===== src/rtb_pkg.sv =====
// Functional notes
// - Count clock is system clock divided by 1,2,4..128 from the 3-bit prescale code.
// - Run bit clear stops and holds the count; run bit set lets it count.
// - Overflow flag is set whenever the 16-bit count overflows.
// - Reload low byte gives the low eight reload bits and resets to zero.
// - Reload high byte gives the upper eight reload bits and resets to zero.
// - Baud source bit picks timer 1 (0) or this timer (1) for port 0 modes 1 and 3.
// - Double-baud bit doubles serial port 1 baud rate while that port is in mode 2.
// - Frame-error access bit steers port 1 control bit 7 to mode bit 0 or framing error.
package rtb_pkg;

    // Register indices; byte address is four times the index
    localparam logic [7:0] IDX_TIMER_CONTROL = 8'hC4;
    localparam logic [7:0] IDX_RELOAD_LOW    = 8'hC5;
    localparam logic [7:0] IDX_RELOAD_HIGH   = 8'hC6;
    localparam logic [7:0] IDX_COUNT_LOW     = 8'hD0;
    localparam logic [7:0] IDX_COUNT_HIGH    = 8'hD1;
    localparam logic [7:0] IDX_IRQ_STATUS    = 8'hD2;
    localparam logic [7:0] IDX_IRQ_MASK      = 8'hD3;

    // Control register field positions
    localparam int POS_DOUBLE_BAUD = 7;
    localparam int POS_FE_ACCESS   = 6;
    localparam int POS_BAUD_SRC    = 5;
    localparam int POS_OVF_FLAG    = 4;
    localparam int POS_RUN         = 3;
    localparam int POS_PRESCALE    = 0;
    localparam int PRESCALE_W      = 3;

    // Reset values
    localparam logic [7:0] RST_TIMER_CONTROL = 8'h00;
    localparam logic [7:0] RST_RELOAD        = 8'h00;
    localparam logic [0:0] RST_IRQ_MASK      = 1'h0;

    // Serial port 1 mode in which doubling applies
    localparam logic [1:0] PORT1_MODE_DOUBLE = 2'h2;

    // Widths
    localparam int COUNT_W  = 16;
    localparam int DIVCNT_W = 7;

endpackage


===== src/rtb_presc_if.sv =====
// Prescaler control and tick between the top and the divider
interface rtb_presc_if;
    logic       run;
    logic [2:0] sel;
    logic       tick;

    modport ctrl (output run, output sel, input tick);
    modport presc (input run, input sel, output tick);
endinterface


===== src/rtb_timer.sv =====
// Reload timer with serial baud selects, Avalon-MM slave
//
// Chosen here: the Avalon-MM interface to the registers.
module rtb_timer (
    input  wire logic        clock,
    input  wire logic        resetn,
    input  wire logic [9:0]  address,
    input  wire logic        read,
    input  wire logic        write,
    input  wire logic [31:0] writedata,
    input  wire logic [3:0]  byteenable,
    output logic      [31:0] readdata,
    output logic             waitrequest,
    output logic             irq,
    input  wire logic        timer_int_enable,
    input  wire logic        isr_enter,
    output logic             timer_int_request,
    input  wire logic        timer1_baud_tick,
    output logic             port0_baud_tick,
    output logic             port0_baud_source_select,
    input  wire logic [1:0]  port1_mode,
    output logic             port1_double_baud,
    output logic             port1_double_active,
    output logic             port1_frame_error_access,
    input  wire logic        port1_mode_bit_zero,
    input  wire logic        port1_framing_error,
    output logic             port1_ctrl_bit7
);
    // Control and reload storage
    logic [7:0]  ctrl_ff;
    logic [7:0]  nxt_ctrl;
    logic [7:0]  reload_low_byte_ff;
    logic [7:0]  reload_high_byte_ff;
    logic        overflow_flag_ff;
    logic        nxt_overflow_flag;
    logic        irq_status_ff;
    logic        nxt_irq_status;
    logic        irq_mask_ff;
    logic        ack_ff;
    logic [31:0] readdata_ff;
    logic [31:0] nxt_readdata;
    logic        nxt_ack;
    logic        nxt_irq_mask;
    logic [7:0]  nxt_reload_low;
    logic [7:0]  nxt_reload_high;

    // Bus decode
    logic [7:0]  idx;
    logic        req;
    logic        wr_take;
    logic        rd_take;
    logic        lane0;
    logic        hit_ctrl;
    logic        hit_rl;
    logic        hit_rh;
    logic        hit_cl;
    logic        hit_ch;
    logic        hit_st;
    logic        hit_mk;
    logic        wr_ctrl;
    logic        wr_rl;
    logic        wr_rh;
    logic        wr_mk;
    logic        clr_status;
    logic        rd_capture;
    logic [7:0]  rd_ctrl_byte;
    logic [7:0]  rd_status_byte;
    logic [7:0]  rd_mask_byte;
    logic [7:0]  rd_byte;

    // Timer datapath
    logic [15:0] count;
    logic        overflow;
    logic        timer_run;
    logic [2:0]  prescale_select;

    rtb_presc_if pif ();

    // One wait cycle, then answer; writes and read clears act at the released edge
    assign req         = read | write;
    assign waitrequest = req & ~ack_ff;
    assign wr_take     = write & ack_ff;
    assign rd_take     = read & ack_ff;
    assign idx         = address[9:2];
    assign lane0       = byteenable[0];
    assign hit_ctrl    = (idx == rtb_pkg::IDX_TIMER_CONTROL);
    assign hit_rl      = (idx == rtb_pkg::IDX_RELOAD_LOW);
    assign hit_rh      = (idx == rtb_pkg::IDX_RELOAD_HIGH);
    assign hit_cl      = (idx == rtb_pkg::IDX_COUNT_LOW);
    assign hit_ch      = (idx == rtb_pkg::IDX_COUNT_HIGH);
    assign hit_st      = (idx == rtb_pkg::IDX_IRQ_STATUS);
    assign hit_mk      = (idx == rtb_pkg::IDX_IRQ_MASK);

    // Control fields
    assign timer_run       = ctrl_ff[rtb_pkg::POS_RUN];
    assign prescale_select = ctrl_ff[rtb_pkg::POS_PRESCALE +: rtb_pkg::PRESCALE_W];
    assign pif.run         = timer_run;
    assign pif.sel         = prescale_select;

    rtb_prescaler u_presc (
        .clock  (clock),
        .resetn (resetn),
        .pif    (pif)
    );

    // Reload value assembled from the two bytes
    rtb_counter #(.WIDTH(rtb_pkg::COUNT_W)) u_cnt (
        .clock    (clock),
        .resetn   (resetn),
        .tick     (pif.tick),
        .reload   ({reload_high_byte_ff, reload_low_byte_ff}),
        .count    (count),
        .overflow (overflow)
    );

    // Write strobes fire only at the released edge; lane 0 carries the byte
    assign wr_ctrl    = wr_take & hit_ctrl & lane0;
    assign wr_rl      = wr_take & hit_rl & lane0;
    assign wr_rh      = wr_take & hit_rh & lane0;
    assign wr_mk      = wr_take & hit_mk & lane0;
    assign clr_status = rd_take & hit_st;
    assign rd_capture = read & ~ack_ff;

    // Control byte write; flag bit kept separately
    assign nxt_ctrl = wr_ctrl ? writedata[7:0] : ctrl_ff;

    // Hardware set beats software and service-entry clear
    assign nxt_overflow_flag =
        overflow ? 1'b1 :
        wr_ctrl ? writedata[rtb_pkg::POS_OVF_FLAG] :
        isr_enter ? 1'b0 : overflow_flag_ff;

    // Sticky event bit, cleared by a status read unless set in the same cycle
    assign nxt_irq_status = overflow | (irq_status_ff & ~clr_status);

    // Mask and reload bytes hold unless their own strobe fires
    assign nxt_irq_mask    = wr_mk ? writedata[0] : irq_mask_ff;
    assign nxt_reload_low  = wr_rl ? writedata[7:0] : reload_low_byte_ff;
    assign nxt_reload_high = wr_rh ? writedata[7:0] : reload_high_byte_ff;

    // One wait cycle, then one answered cycle, even for back-to-back requests
    assign nxt_ack = req & ~ack_ff;

    // Readback bytes; the flag shows its live value, not the stored control bit
    assign rd_ctrl_byte   = {ctrl_ff[7:rtb_pkg::POS_OVF_FLAG + 1], overflow_flag_ff,
                             ctrl_ff[rtb_pkg::POS_OVF_FLAG - 1:0]};
    assign rd_status_byte = {7'h00, irq_status_ff};
    assign rd_mask_byte   = {7'h00, irq_mask_ff};

    // Read selection; hits never overlap, unmapped words read zero
    assign rd_byte =
        hit_ctrl ? rd_ctrl_byte :
        hit_rl   ? reload_low_byte_ff :
        hit_rh   ? reload_high_byte_ff :
        hit_cl   ? count[7:0] :
        hit_ch   ? count[15:8] :
        hit_st   ? rd_status_byte :
        hit_mk   ? rd_mask_byte : 8'h00;
    assign nxt_readdata = {24'h00_0000, rd_byte};

    // Wait-state flop
    always_ff @(posedge clock or negedge resetn) begin
        if (!resetn) begin
            ack_ff <= 1'b0;
        end else begin
            ack_ff <= nxt_ack;
        end
    end

    // Read data captured in the wait cycle so it stands in the answered cycle
    always_ff @(posedge clock or negedge resetn) begin
        if (!resetn) begin
            readdata_ff <= 32'h0000_0000;
        end else begin
            readdata_ff <= rd_capture ? nxt_readdata : readdata_ff;
        end
    end

    // Control byte
    always_ff @(posedge clock or negedge resetn) begin
        if (!resetn) begin
            ctrl_ff <= rtb_pkg::RST_TIMER_CONTROL;
        end else begin
            ctrl_ff <= nxt_ctrl;
        end
    end

    // Overflow flag
    always_ff @(posedge clock or negedge resetn) begin
        if (!resetn) begin
            overflow_flag_ff <= 1'b0;
        end else begin
            overflow_flag_ff <= nxt_overflow_flag;
        end
    end

    // Sticky interrupt status
    always_ff @(posedge clock or negedge resetn) begin
        if (!resetn) begin
            irq_status_ff <= 1'b0;
        end else begin
            irq_status_ff <= nxt_irq_status;
        end
    end

    // Interrupt mask; starts masked so nothing fires before software is ready
    always_ff @(posedge clock or negedge resetn) begin
        if (!resetn) begin
            irq_mask_ff <= rtb_pkg::RST_IRQ_MASK;
        end else begin
            irq_mask_ff <= nxt_irq_mask;
        end
    end

    // Reload low byte; writing while running is not guarded, software must halt first
    always_ff @(posedge clock or negedge resetn) begin
        if (!resetn) begin
            reload_low_byte_ff <= rtb_pkg::RST_RELOAD;
        end else begin
            reload_low_byte_ff <= nxt_reload_low;
        end
    end

    // Reload high byte, same hazard as the low byte
    always_ff @(posedge clock or negedge resetn) begin
        if (!resetn) begin
            reload_high_byte_ff <= rtb_pkg::RST_RELOAD;
        end else begin
            reload_high_byte_ff <= nxt_reload_high;
        end
    end

    assign readdata = readdata_ff;
    assign irq      = irq_status_ff & irq_mask_ff;
    assign timer_int_request = overflow_flag_ff & timer_int_enable;

    // Serial port steering
    assign port0_baud_source_select = ctrl_ff[rtb_pkg::POS_BAUD_SRC];
    assign port0_baud_tick = port0_baud_source_select ? overflow : timer1_baud_tick;
    assign port1_double_baud = ctrl_ff[rtb_pkg::POS_DOUBLE_BAUD];
    assign port1_double_active =
        port1_double_baud & (port1_mode == rtb_pkg::PORT1_MODE_DOUBLE);
    assign port1_frame_error_access = ctrl_ff[rtb_pkg::POS_FE_ACCESS];
    assign port1_ctrl_bit7 =
        port1_frame_error_access ? port1_framing_error : port1_mode_bit_zero;
endmodule


===== src/rtb_prescaler.sv =====
// Divides the system clock by 2**sel into one-cycle count ticks
module rtb_prescaler (
    input  wire logic   clock,
    input  wire logic   resetn,
    rtb_presc_if.presc  pif
);
    logic [rtb_pkg::DIVCNT_W-1:0] div_ff;
    logic [rtb_pkg::DIVCNT_W-1:0] nxt_div;
    logic [rtb_pkg::DIVCNT_W-1:0] mask;
    logic                          wrap;

    // Mask of low bits that must all be set before a tick
    assign mask    = rtb_pkg::DIVCNT_W'((8'h01 << pif.sel) - 8'h01);
    assign wrap    = ((div_ff & mask) == mask);
    assign pif.tick = pif.run & wrap;
    // Halted divider restarts from zero so the first period is whole
    assign nxt_div = (!pif.run || wrap) ? '0 : div_ff + 1'b1;

    always_ff @(posedge clock or negedge resetn) begin
        if (!resetn) begin
            div_ff <= '0;
        end else begin
            div_ff <= nxt_div;
        end
    end
endmodule


===== src/rtb_counter.sv =====
// Up counter that reloads on overflow
module rtb_counter #(
    parameter int WIDTH = rtb_pkg::COUNT_W
) (
    input  wire logic             clock,
    input  wire logic             resetn,
    input  wire logic             tick,
    input  wire logic [WIDTH-1:0] reload,
    output logic      [WIDTH-1:0] count,
    output logic                  overflow
);
    logic [WIDTH-1:0] cnt_ff;
    logic [WIDTH-1:0] nxt_cnt;

    // Overflow is the tick that would roll past all ones
    assign overflow = tick & (&cnt_ff);
    assign nxt_cnt  = overflow ? reload : (tick ? cnt_ff + 1'b1 : cnt_ff);
    assign count    = cnt_ff;

    always_ff @(posedge clock or negedge resetn) begin
        if (!resetn) begin
            cnt_ff <= '0;
        end else begin
            cnt_ff <= nxt_cnt;
        end
    end
endmodule


===== config.mk =====
export PLATFORM = sky130hd
export DESIGN_NAME = rtb_timer
export DESIGN_NICKNAME = d
export VERILOG_FILES = /design/src/rtb_pkg.sv /design/src/rtb_presc_if.sv /design/src/rtb_timer.sv /design/src/rtb_prescaler.sv /design/src/rtb_counter.sv
export SDC_FILE = /design/constraint.sdc
export NUM_CORES = 1
export LEC_CHECK = 0
export BUFFER_PORTS_ARGS = -buffer_cell sky130_fd_sc_hd__buf_2
export CAP_MARGIN = 20
export CORE_MARGIN = 4
export CORE_UTILIZATION = 52
export DETAILED_ROUTE_END_ITERATION = 8
export PLACE_DENSITY = 0.86
export SYNTH_ARGS = -nofsm -noshare
export SYNTH_HDL_FRONTEND = slang
export SYNTH_HIERARCHICAL = 1
export SYNTH_SLANG_ARGS = --single-unit

===== constraint.sdc =====
create_clock -name clock -period 3.75 [get_ports clock]
set_input_delay 0.75 -clock clock [delete_from_list [all_inputs] [get_ports clock]]
set_output_delay 0.75 -clock clock [all_outputs]
set_load 0.02 [all_outputs]

==> results of run 1 <==
## worst min-delay path by stage
stage	slack [ps]	startpoint	end	cells after the start
after detailed placement	470	readdata[3]	readdata[3]	2
final	480	readdata[3]	readdata[3]	2
after floorplan	450	resetn	ack_ff	0
after global routing	510	readdata[2]	readdata[2]	2
after CTS	480	ack_ff	ack_ff	1
after global placement	460	ack_ff	ack_ff	1
## logic make-up after synthesis
kind of cell / after synthesis
simple gates: 99
fa+ha+maj: 2
xor+xnor: 6
buf+inv: 47
compound gates: 73
mux: 43
flops: 58
other cells: 1
## placed cells by master (no fill, tap or decap), types with 3 or more instances in the layout
cell       n
a211oi_1   8
a21oi_1   12
a22oi_1    7
a31oi_1    7
and2_1     3
and3_1     4
buf_2     44
buf_4      6
clkbuf_8  11
conb_1    24
dfrtp_1   58
inv_1      7
mux2_2    25
mux2_4     8
mux2i_1   10
nand2_1   26
nand2b_1   3
nand3_1   10
nand4_1    8
nor2_1    11
nor3_1     4
nor4_1     8
o211ai_1   3
o21ai_0   17
xnor2_1    4
## metal layers
metal  global-route usage  wire [microns]
met3              0.06083             601
met5                    0               0
met4               0.1083             228
met1               0.2912            3443
met2               0.3523            4120
## power groups by stage
stage / combinational (W) / sequential (W) / clock, W
floorplan: 0.0000895 / 0.000658 / 0
global placement: 0.000111 / 0.000660 / 0
detailed placement: 0.000114 / 0.000662 / 0
CTS: 0.000115 / 0.000651 / 0.000575
global route: 0.000130 / 0.000652 / 0.000607
finish: 0.000117 / 0.000651 / 0.000571
## state kept, by name, summed over array words and instances (netlist names)
register	count
u_cnt/count	16
readdata	8
irq_mask_ff	1
reload_low_byte_ff	8
reload_high_byte_ff	8
u_presc/div_ff	7
ctrl_ff	7
overflow_flag_ff	1
ack_ff	1
irq_status_ff	1
## Yosys cell counts (2+ instances only)
cell type	count
dfrtp_1	58
buf_4	26
nand2_1	26
mux2_2	25
o21ai_0	17
a21oi_1	12
nor2_1	11
mux2i_1	10
nand3_1	10
a211oi_1	8
mux2_4	8
nand4_1	8
nor4_1	8
a22oi_1	7
a31oi_1	7
inv_1	7
buf_2	6
clkbuf_1	5
and3_1	4
nor3_1	4
xnor2_1	4
and2_1	3
nand2b_1	3
o211ai_1	3
a211o_1	2
a21o_1	2
and4_1	2
buf_6	2
ha_1	2
nor2b_1	2
nor3b_1	2
o32ai_1	2
xor2_1	2
## critical path, stage by stage, from the launching register on
cell,delay (ps)
dfrtp_1,460
nand2b_1,100
a21oi_1,100
o21ai_4,280
and3_1,260
nand3_2,140
nor4_1,380
nand2_1,240
inv_1,150
mux2_2,160
buf_2,160
## per-stage QoR
step	std cells	power (W)	setup slack (ps)	utilization
after floorplan	352	0.0007477	745.5	-
after global placement	438	0.0007710	600.6	0.5617
after detailed placement	438	0.0007763	569.8	0.5617
after CTS	452	0.001340	140.2	0.5917
after global routing	453	0.001389	14.23	0.5940
final	453	0.001339	218.3	0.5940
## what timing repair did
action                     CTS  global route
buffers inserted             0             1
setup endpoints to repair    0             1
resized for setup            0             1
## layout make-up
cell class	count	area share
multi-input cells	247	0.4647
flip-flops and latches	58	0.3826
repair buffers	50	0.06992
clock buffers	11	0.03991
inverters	7	0.006926
clock inverters	3	0.01055
well taps	77	0.02540
==> results.ini, run 1 <==
[run_status]
outcome=finished, final reports clean

[clock_tree]
clock_path_buffers=2
cts_tree=yes
cts_hold_buf=0
cts_sinks=58
clock-root-buffer=clkbuf_8
cts_buffers=9
path_clk_slew_ps=60
htree_levels=3
insertion_delay_ps=340

[yosys]
ys.flop_type=dfrtp_1
synth_top_area_cell=dfrtp_1
synth_edf_count=0
synth_top_family_by_area=simple AND/OR/NAND/NOR gates
synthesis.area_sq_mm=0.003433
ys_warn_count=6
synthAdderAreaFrac=0.007289
synth_seq_cells=58
synth_area_leaders=dfrtp_1 (42%), mux2_2 (8.2%), buf_4 (5.7%)
netlist_instances=329
synth-xor-area-share=0.01531
synth-compound-area-share=0.1418
synthSimpleGateAreaFrac=0.1746
synthMuxAreaShare=0.1461
ys_async_sr_fraction=1.000
synth.avg_cell_area_sq_um=10.44
yosysUniqueCellTypes=64
synth_seq_area_share=0.4227
synth_top_area_frac=0.4227

[die]
core_area_sq_mm=0.006386
dieWidth_microns=89.26
rows=29
die_h_microns=89.26
die_area_sq_mm=0.007966
io_pins=98
initial_utilization=0.5376

[drt]
wirelength_microns=8393
dr_total_vias=2794
wl_per_cell_microns=18.53
drt_iter0_markers=285
ant_nets=0
dr.pass1.iters=5
viasPerCell=6.168
drc=0

[timing]
slew_violations=0
max_slew_margin=0.4596
setup_tns_ps=0
hold_violations=0
period_minus_slack_ps=3532
skew_ps=5.734
fmax_ghz=0.2832
tightest_slew_ps=810.5
fin_crit_sh=0.9418
hold_ws_ps=479.8
setup_viol=0
rsz0062_at_grt=false

[placement]
io_buffers=44
hpwlAfterDp_microns=5866
place_area_sq_mm=0.003587
routabilityCongestion=0.9141

[global_routing]
grt_pass1_wl_microns=13520
gr-usage-all-layers=0.2256
antenna_found_initial=0
grt_max_degree=37
gr-total-overflow=0
grt_pass1_vias=2640

[finish]
multi_input_area_sq_mm=0.001763
nNetsFinal=432
seq_area_sq_mm=0.001451
n_fill_cell=529
diodes=0
drive_gt1_frac=0.2899
final_area_sq_mm=0.003794
area_growth_pct=10.50

[power]
switching_share=0.2468
p_leak_nw=1.769
ir_drop_mv=0.2602
comb_power_share=0.087
power.share.clock=0.427
internal-power_w=0.001008
power_frac_seq=0.486
p_per_area_mw_per_mm2=352.9
p_sw_w=0.0003304

[critical_path]
path_max_fanout=8
critPathCaptureType=output pin
cp-startpoint=ctrl_ff[1]
worstPathRequired_ps=3000
rr_startpoint=ctrl_ff[1]
critical_path_class=reg2out
r2r_slack_ps=1140
r2r_end=u_cnt/count[8]
crit_path_start_kind=flip-flop
worstSetupEndpoint=port0_baud_tick
r2r_cells=8
cp.arrival_ps=2780

[flow_run]
cap_violations=0

[worst_hold_path]
hold_path_class=reg2reg

Power figures use the tool's default switching activity.
==> run 2, diff against run 1 <==
- ABC_AREA: unset -> 1
- BUFFER_PORTS_ARGS: -buffer_cell sky130_fd_sc_hd__buf_2 -> -buffer_cell sky130_fd_sc_hd__buf_4
- CORE_UTILIZATION: 52 -> 54
- PLACE_DENSITY: 0.86 -> 0.87
==> run 2 against run 1 <==
Net effect:
- count of clock-buffer cells in the layout unchanged
- routed wire length up 3.6%
- hold slack worse by 22 ps
- area after synthesis up 11%
- highest routed layer unchanged
- die area up 6.3%
- largest cell class unchanged
- non-clock buffer count down 3
- global-route usage down 1.0 points
- largest power group unchanged
==> results.ini, run 2 <==
[clock_tree]
post_cts_buffers=0  ; unchanged
clock_path_buffers=2  ; unchanged
cts_sinks=58  ; unchanged
cts_hold_buf=0  ; unchanged
htree_levels=3  ; unchanged
cts_tree=yes
insertion_delay_ps=350  ; about the same
clock-root-buffer=clkbuf_8
path_clk_slew_ps=70  ; about the same
cts.repair.resized=0  ; unchanged
cts_buffers=9  ; unchanged

[drt]
dr_total_vias=3430  ; +23%
viasPerCell=5.285  ; -14%
dr.pass1.iters=6  ; +1
drt_iter0_markers=272  ; -4.6%
wirelength_microns=8697  ; +3.6%
ant_nets=0  ; unchanged
drc=0  ; unchanged
wl_per_cell_microns=13.40  ; -28%

[critical_path]
path_max_fanout=11  ; +3
r2r_cells=9  ; +1
path_depth=11  ; +1
cpMostUsedCell=nand2_1
crit_slowest_cell=dfrtp_1
worstPathRequired_ps=3000  ; about the same
critPathCaptureType=output pin
cp_num_buf_inv=2  ; unchanged
cp.arrival_ps=2560  ; -220 ps
critical_path_class=reg2out
cp_top_family=simple AND/OR/NAND/NOR gates
crit_chain=o21ai_0 -> nand2_1 -> nand2_1 -> nand2_1 -> nor3_2 -> nand3_1 -> nor2_2 -> nand3_2 -> inv_2 -> mux2_2 -> buf_4
max_stage_delay_ps=440  ; -20 ps
crit_path_start_kind=flip-flop

[yosys]
ys_warn_count=6  ; unchanged
synth_common_cells=nand2_1 (145), dfrtp_1 (58), inv_1 (53)
ys_async_sr_fraction=1.000  ; unchanged
yosysUniqueCellTypes=37  ; -42%
synth_edf_count=0  ; unchanged
ys.flop_type=dfrtp_1
synth_top_area_cell=dfrtp_1
synth_top_area_frac=0.3806  ; -0.04216
synth.avg_cell_area_sq_um=7.582  ; -27%
yosys.cell_count.top_type=nand2_1
synth_seq_area_share=0.3806  ; -0.04216
synth_seq_cells=58  ; unchanged
synth_area_leaders=dfrtp_1 (38%), nand2_1 (14%), nand3_1 (6.7%)
netlist_instances=503  ; +53%
synthesis.area_sq_mm=0.003814  ; +11%

[timing]
slew_violations=0  ; unchanged
setup_viol=0  ; unchanged
fmax_ghz=0.3022  ; +6.7%
max_slew_margin=0.4165  ; -0.04312
skew_ps=10.78  ; +5.045 ps
setup_tns_ps=0  ; unchanged
fin_crit_sh=0.8824  ; -0.05937
period_minus_slack_ps=3309  ; -222.7 ps
tightest_slew_ps=872.0  ; +61.46 ps
rsz0062_at_grt=false
hold_violations=0  ; unchanged

[global_routing]
grt_max_degree=59  ; +59%
antenna_found_initial=0  ; unchanged
grt_pass1_vias=3188  ; +21%
gr-usage-all-layers=0.2152  ; -0.01040
gr-total-overflow=0  ; unchanged
grt_pass1_wl_microns=14590  ; +7.9%

[power]
switching_share=0.2577  ; +0.01095
ir_drop_mv=0.3032  ; +17%
p_leak_nw=2.173  ; +23%
internal-power_w=0.001096  ; +8.6%
p_sw_w=0.0003804  ; +15%
power_frac_seq=0.446  ; -0.040
p_per_area_mw_per_mm2=341.4  ; -3.3%
comb_power_share=0.118  ; +0.031
power.share.clock=0.435  ; +0.008

[finish]
multi_input_area_sq_mm=0.001952  ; +11%
largest_register_ffs=16  ; unchanged
layout.cells.most_common=nand2_1
n_fill_cell=566  ; +7.0%
final_cell_mix=nand2_1 (145), dfrtp_1 (58), inv_1 (53), nand3_1 (51), buf_4 (47)
finalNonFillerCells=649  ; +43%
nNetsFinal=607  ; +41%
drive_gt1_frac=0.2278  ; -0.06205
diodes=0  ; unchanged
area_growth_pct=13.39
seq_area_sq_mm=0.001451  ; unchanged

[flow_run]
cap_violations=0  ; unchanged

[placement]
hpwlAfterDp_microns=6391  ; +9.0%
routabilityCongestion=0.9240  ; +1.1%
placed_cells=633  ; +45%
io_buffers=44  ; unchanged

[die]
core_area_sq_mm=0.006832  ; +7.0%
io_pins=98  ; unchanged
die_h_microns=92.04  ; +3.1%
initial_utilization=0.5582  ; +0.02062
rows=30  ; +3.4%
die_area_sq_mm=0.008470  ; +6.3%
dieWidth_microns=92.04  ; +3.1%

[worst_hold_path]
hold_path_class=in2async

[run_status]
outcome=finished, final reports clean

-- run 2: cell count changes in the layout (fill, tap and decap cells not counted), moves of 21 or more --
cell / previous run / this run
nand3_1: 10 / 51
buf_4: 6 / 47
nor2_1: 11 / 32
buf_2: 44 / 0
nand2_1: 26 / 145
mux2_2: 25 / 2
inv_1: 7 / 53
-- run 2: kinds of logic (layout without fill, tap and decap cells) --
group                      count (synthesis)  in the layout  share of synthesized area
AOI/OAI and AO/OA                         49             49                    0.09154
muxes                                      3              3                   0.008530
adders and majority gates                  2              2                   0.006561
xor gates and xnor gates                   7              7                    0.01608
other                                      1             24                  0.0009833
buffers and inverters                     97            124                     0.1316
and+or+nand+nor                          286            286                     0.3642
DFF                                       58             58                     0.3806
-- run 2: layer usage --
metal | vias to the layer above | track usage | wire (microns)
li1 | 1649 | - | -
met1 | 1605 | 0.2608 | 3568
met2 | 159 | 0.3674 | 4267
met3 | 17 | 0.06071 | 725
met4 | 0 | 0.07302 | 136
met5 | - | 0 | 0
-- run 2: area by class of cell --
| class | instances | share of cell area |
|---|---|---|
| tap | 96 | 0.02778 |
| multi-input combinational | 371 | 0.4514 |
| clock buffer | 11 | 0.03270 |
| clock inverter | 5 | 0.01794 |
| inverter | 61 | 0.05295 |
| sequential | 58 | 0.3356 |
| timing repair buffer | 47 | 0.08160 |
-- run 2: final timing paths --
check,startpoint,end,slack (ps)
hold / removal,resetn,reload_high_byte_ff[0],460
setup reg to reg,ctrl_ff[0],u_cnt/count[6],1520
min in group clock,readdata[0],readdata[0],490
setup / recovery,ctrl_ff[0],port0_baud_tick,440
max in group asynchronous,resetn,u_cnt/count[1],2800
hold reg to reg,readdata[0],readdata[0],490
-- run 2: worst register-to-register path, stage by stage, from the launching register on --
cell and delay [ps]:
dfrtp_1 440, o21ai_0 190, nand2_1 90, nand2_1 80
nand2_1 110, nor3_2 240, buf_4 310, inv_1 280
o21bai_1 240, a21boi_1 180
-- run 2: metrics by stage --
| step | power [W] | cell area [sq um] | hold slack (ps) | setup WS (ps) | util |
|---|---|---|---|---|---|
| after global placement | 0.0008396 | 4105 | 471.1 | 936.0 | 0.6009 |
| after detailed placement | 0.0008443 | 4105 | 474.9 | 868.3 | 0.6009 |
| after CTS | 0.001486 | 4324 | 478.4 | 480.2 | 0.6330 |
| final | 0.001476 | 4324 | 457.6 | 441.0 | 0.6330 |
| after floorplan | 0.0007900 | 3900 | 454.4 | 1335 | - |
| after global routing | 0.001530 | 4324 | 509.6 | 285.8 | 0.6330 |
-- run 2: power groups by stage --
stage,Combinational [W],Sequential [W],Clock (W)
2_1_floorplan,0.000110,0.000680,0
3_3_place_gp,0.000170,0.000670,0
3_5_place_dp,0.000174,0.000670,0
4_1_cts,0.000175,0.000658,0.000652
5_1_grt,0.000190,0.000661,0.000679
6_report,0.000175,0.000659,0.000643
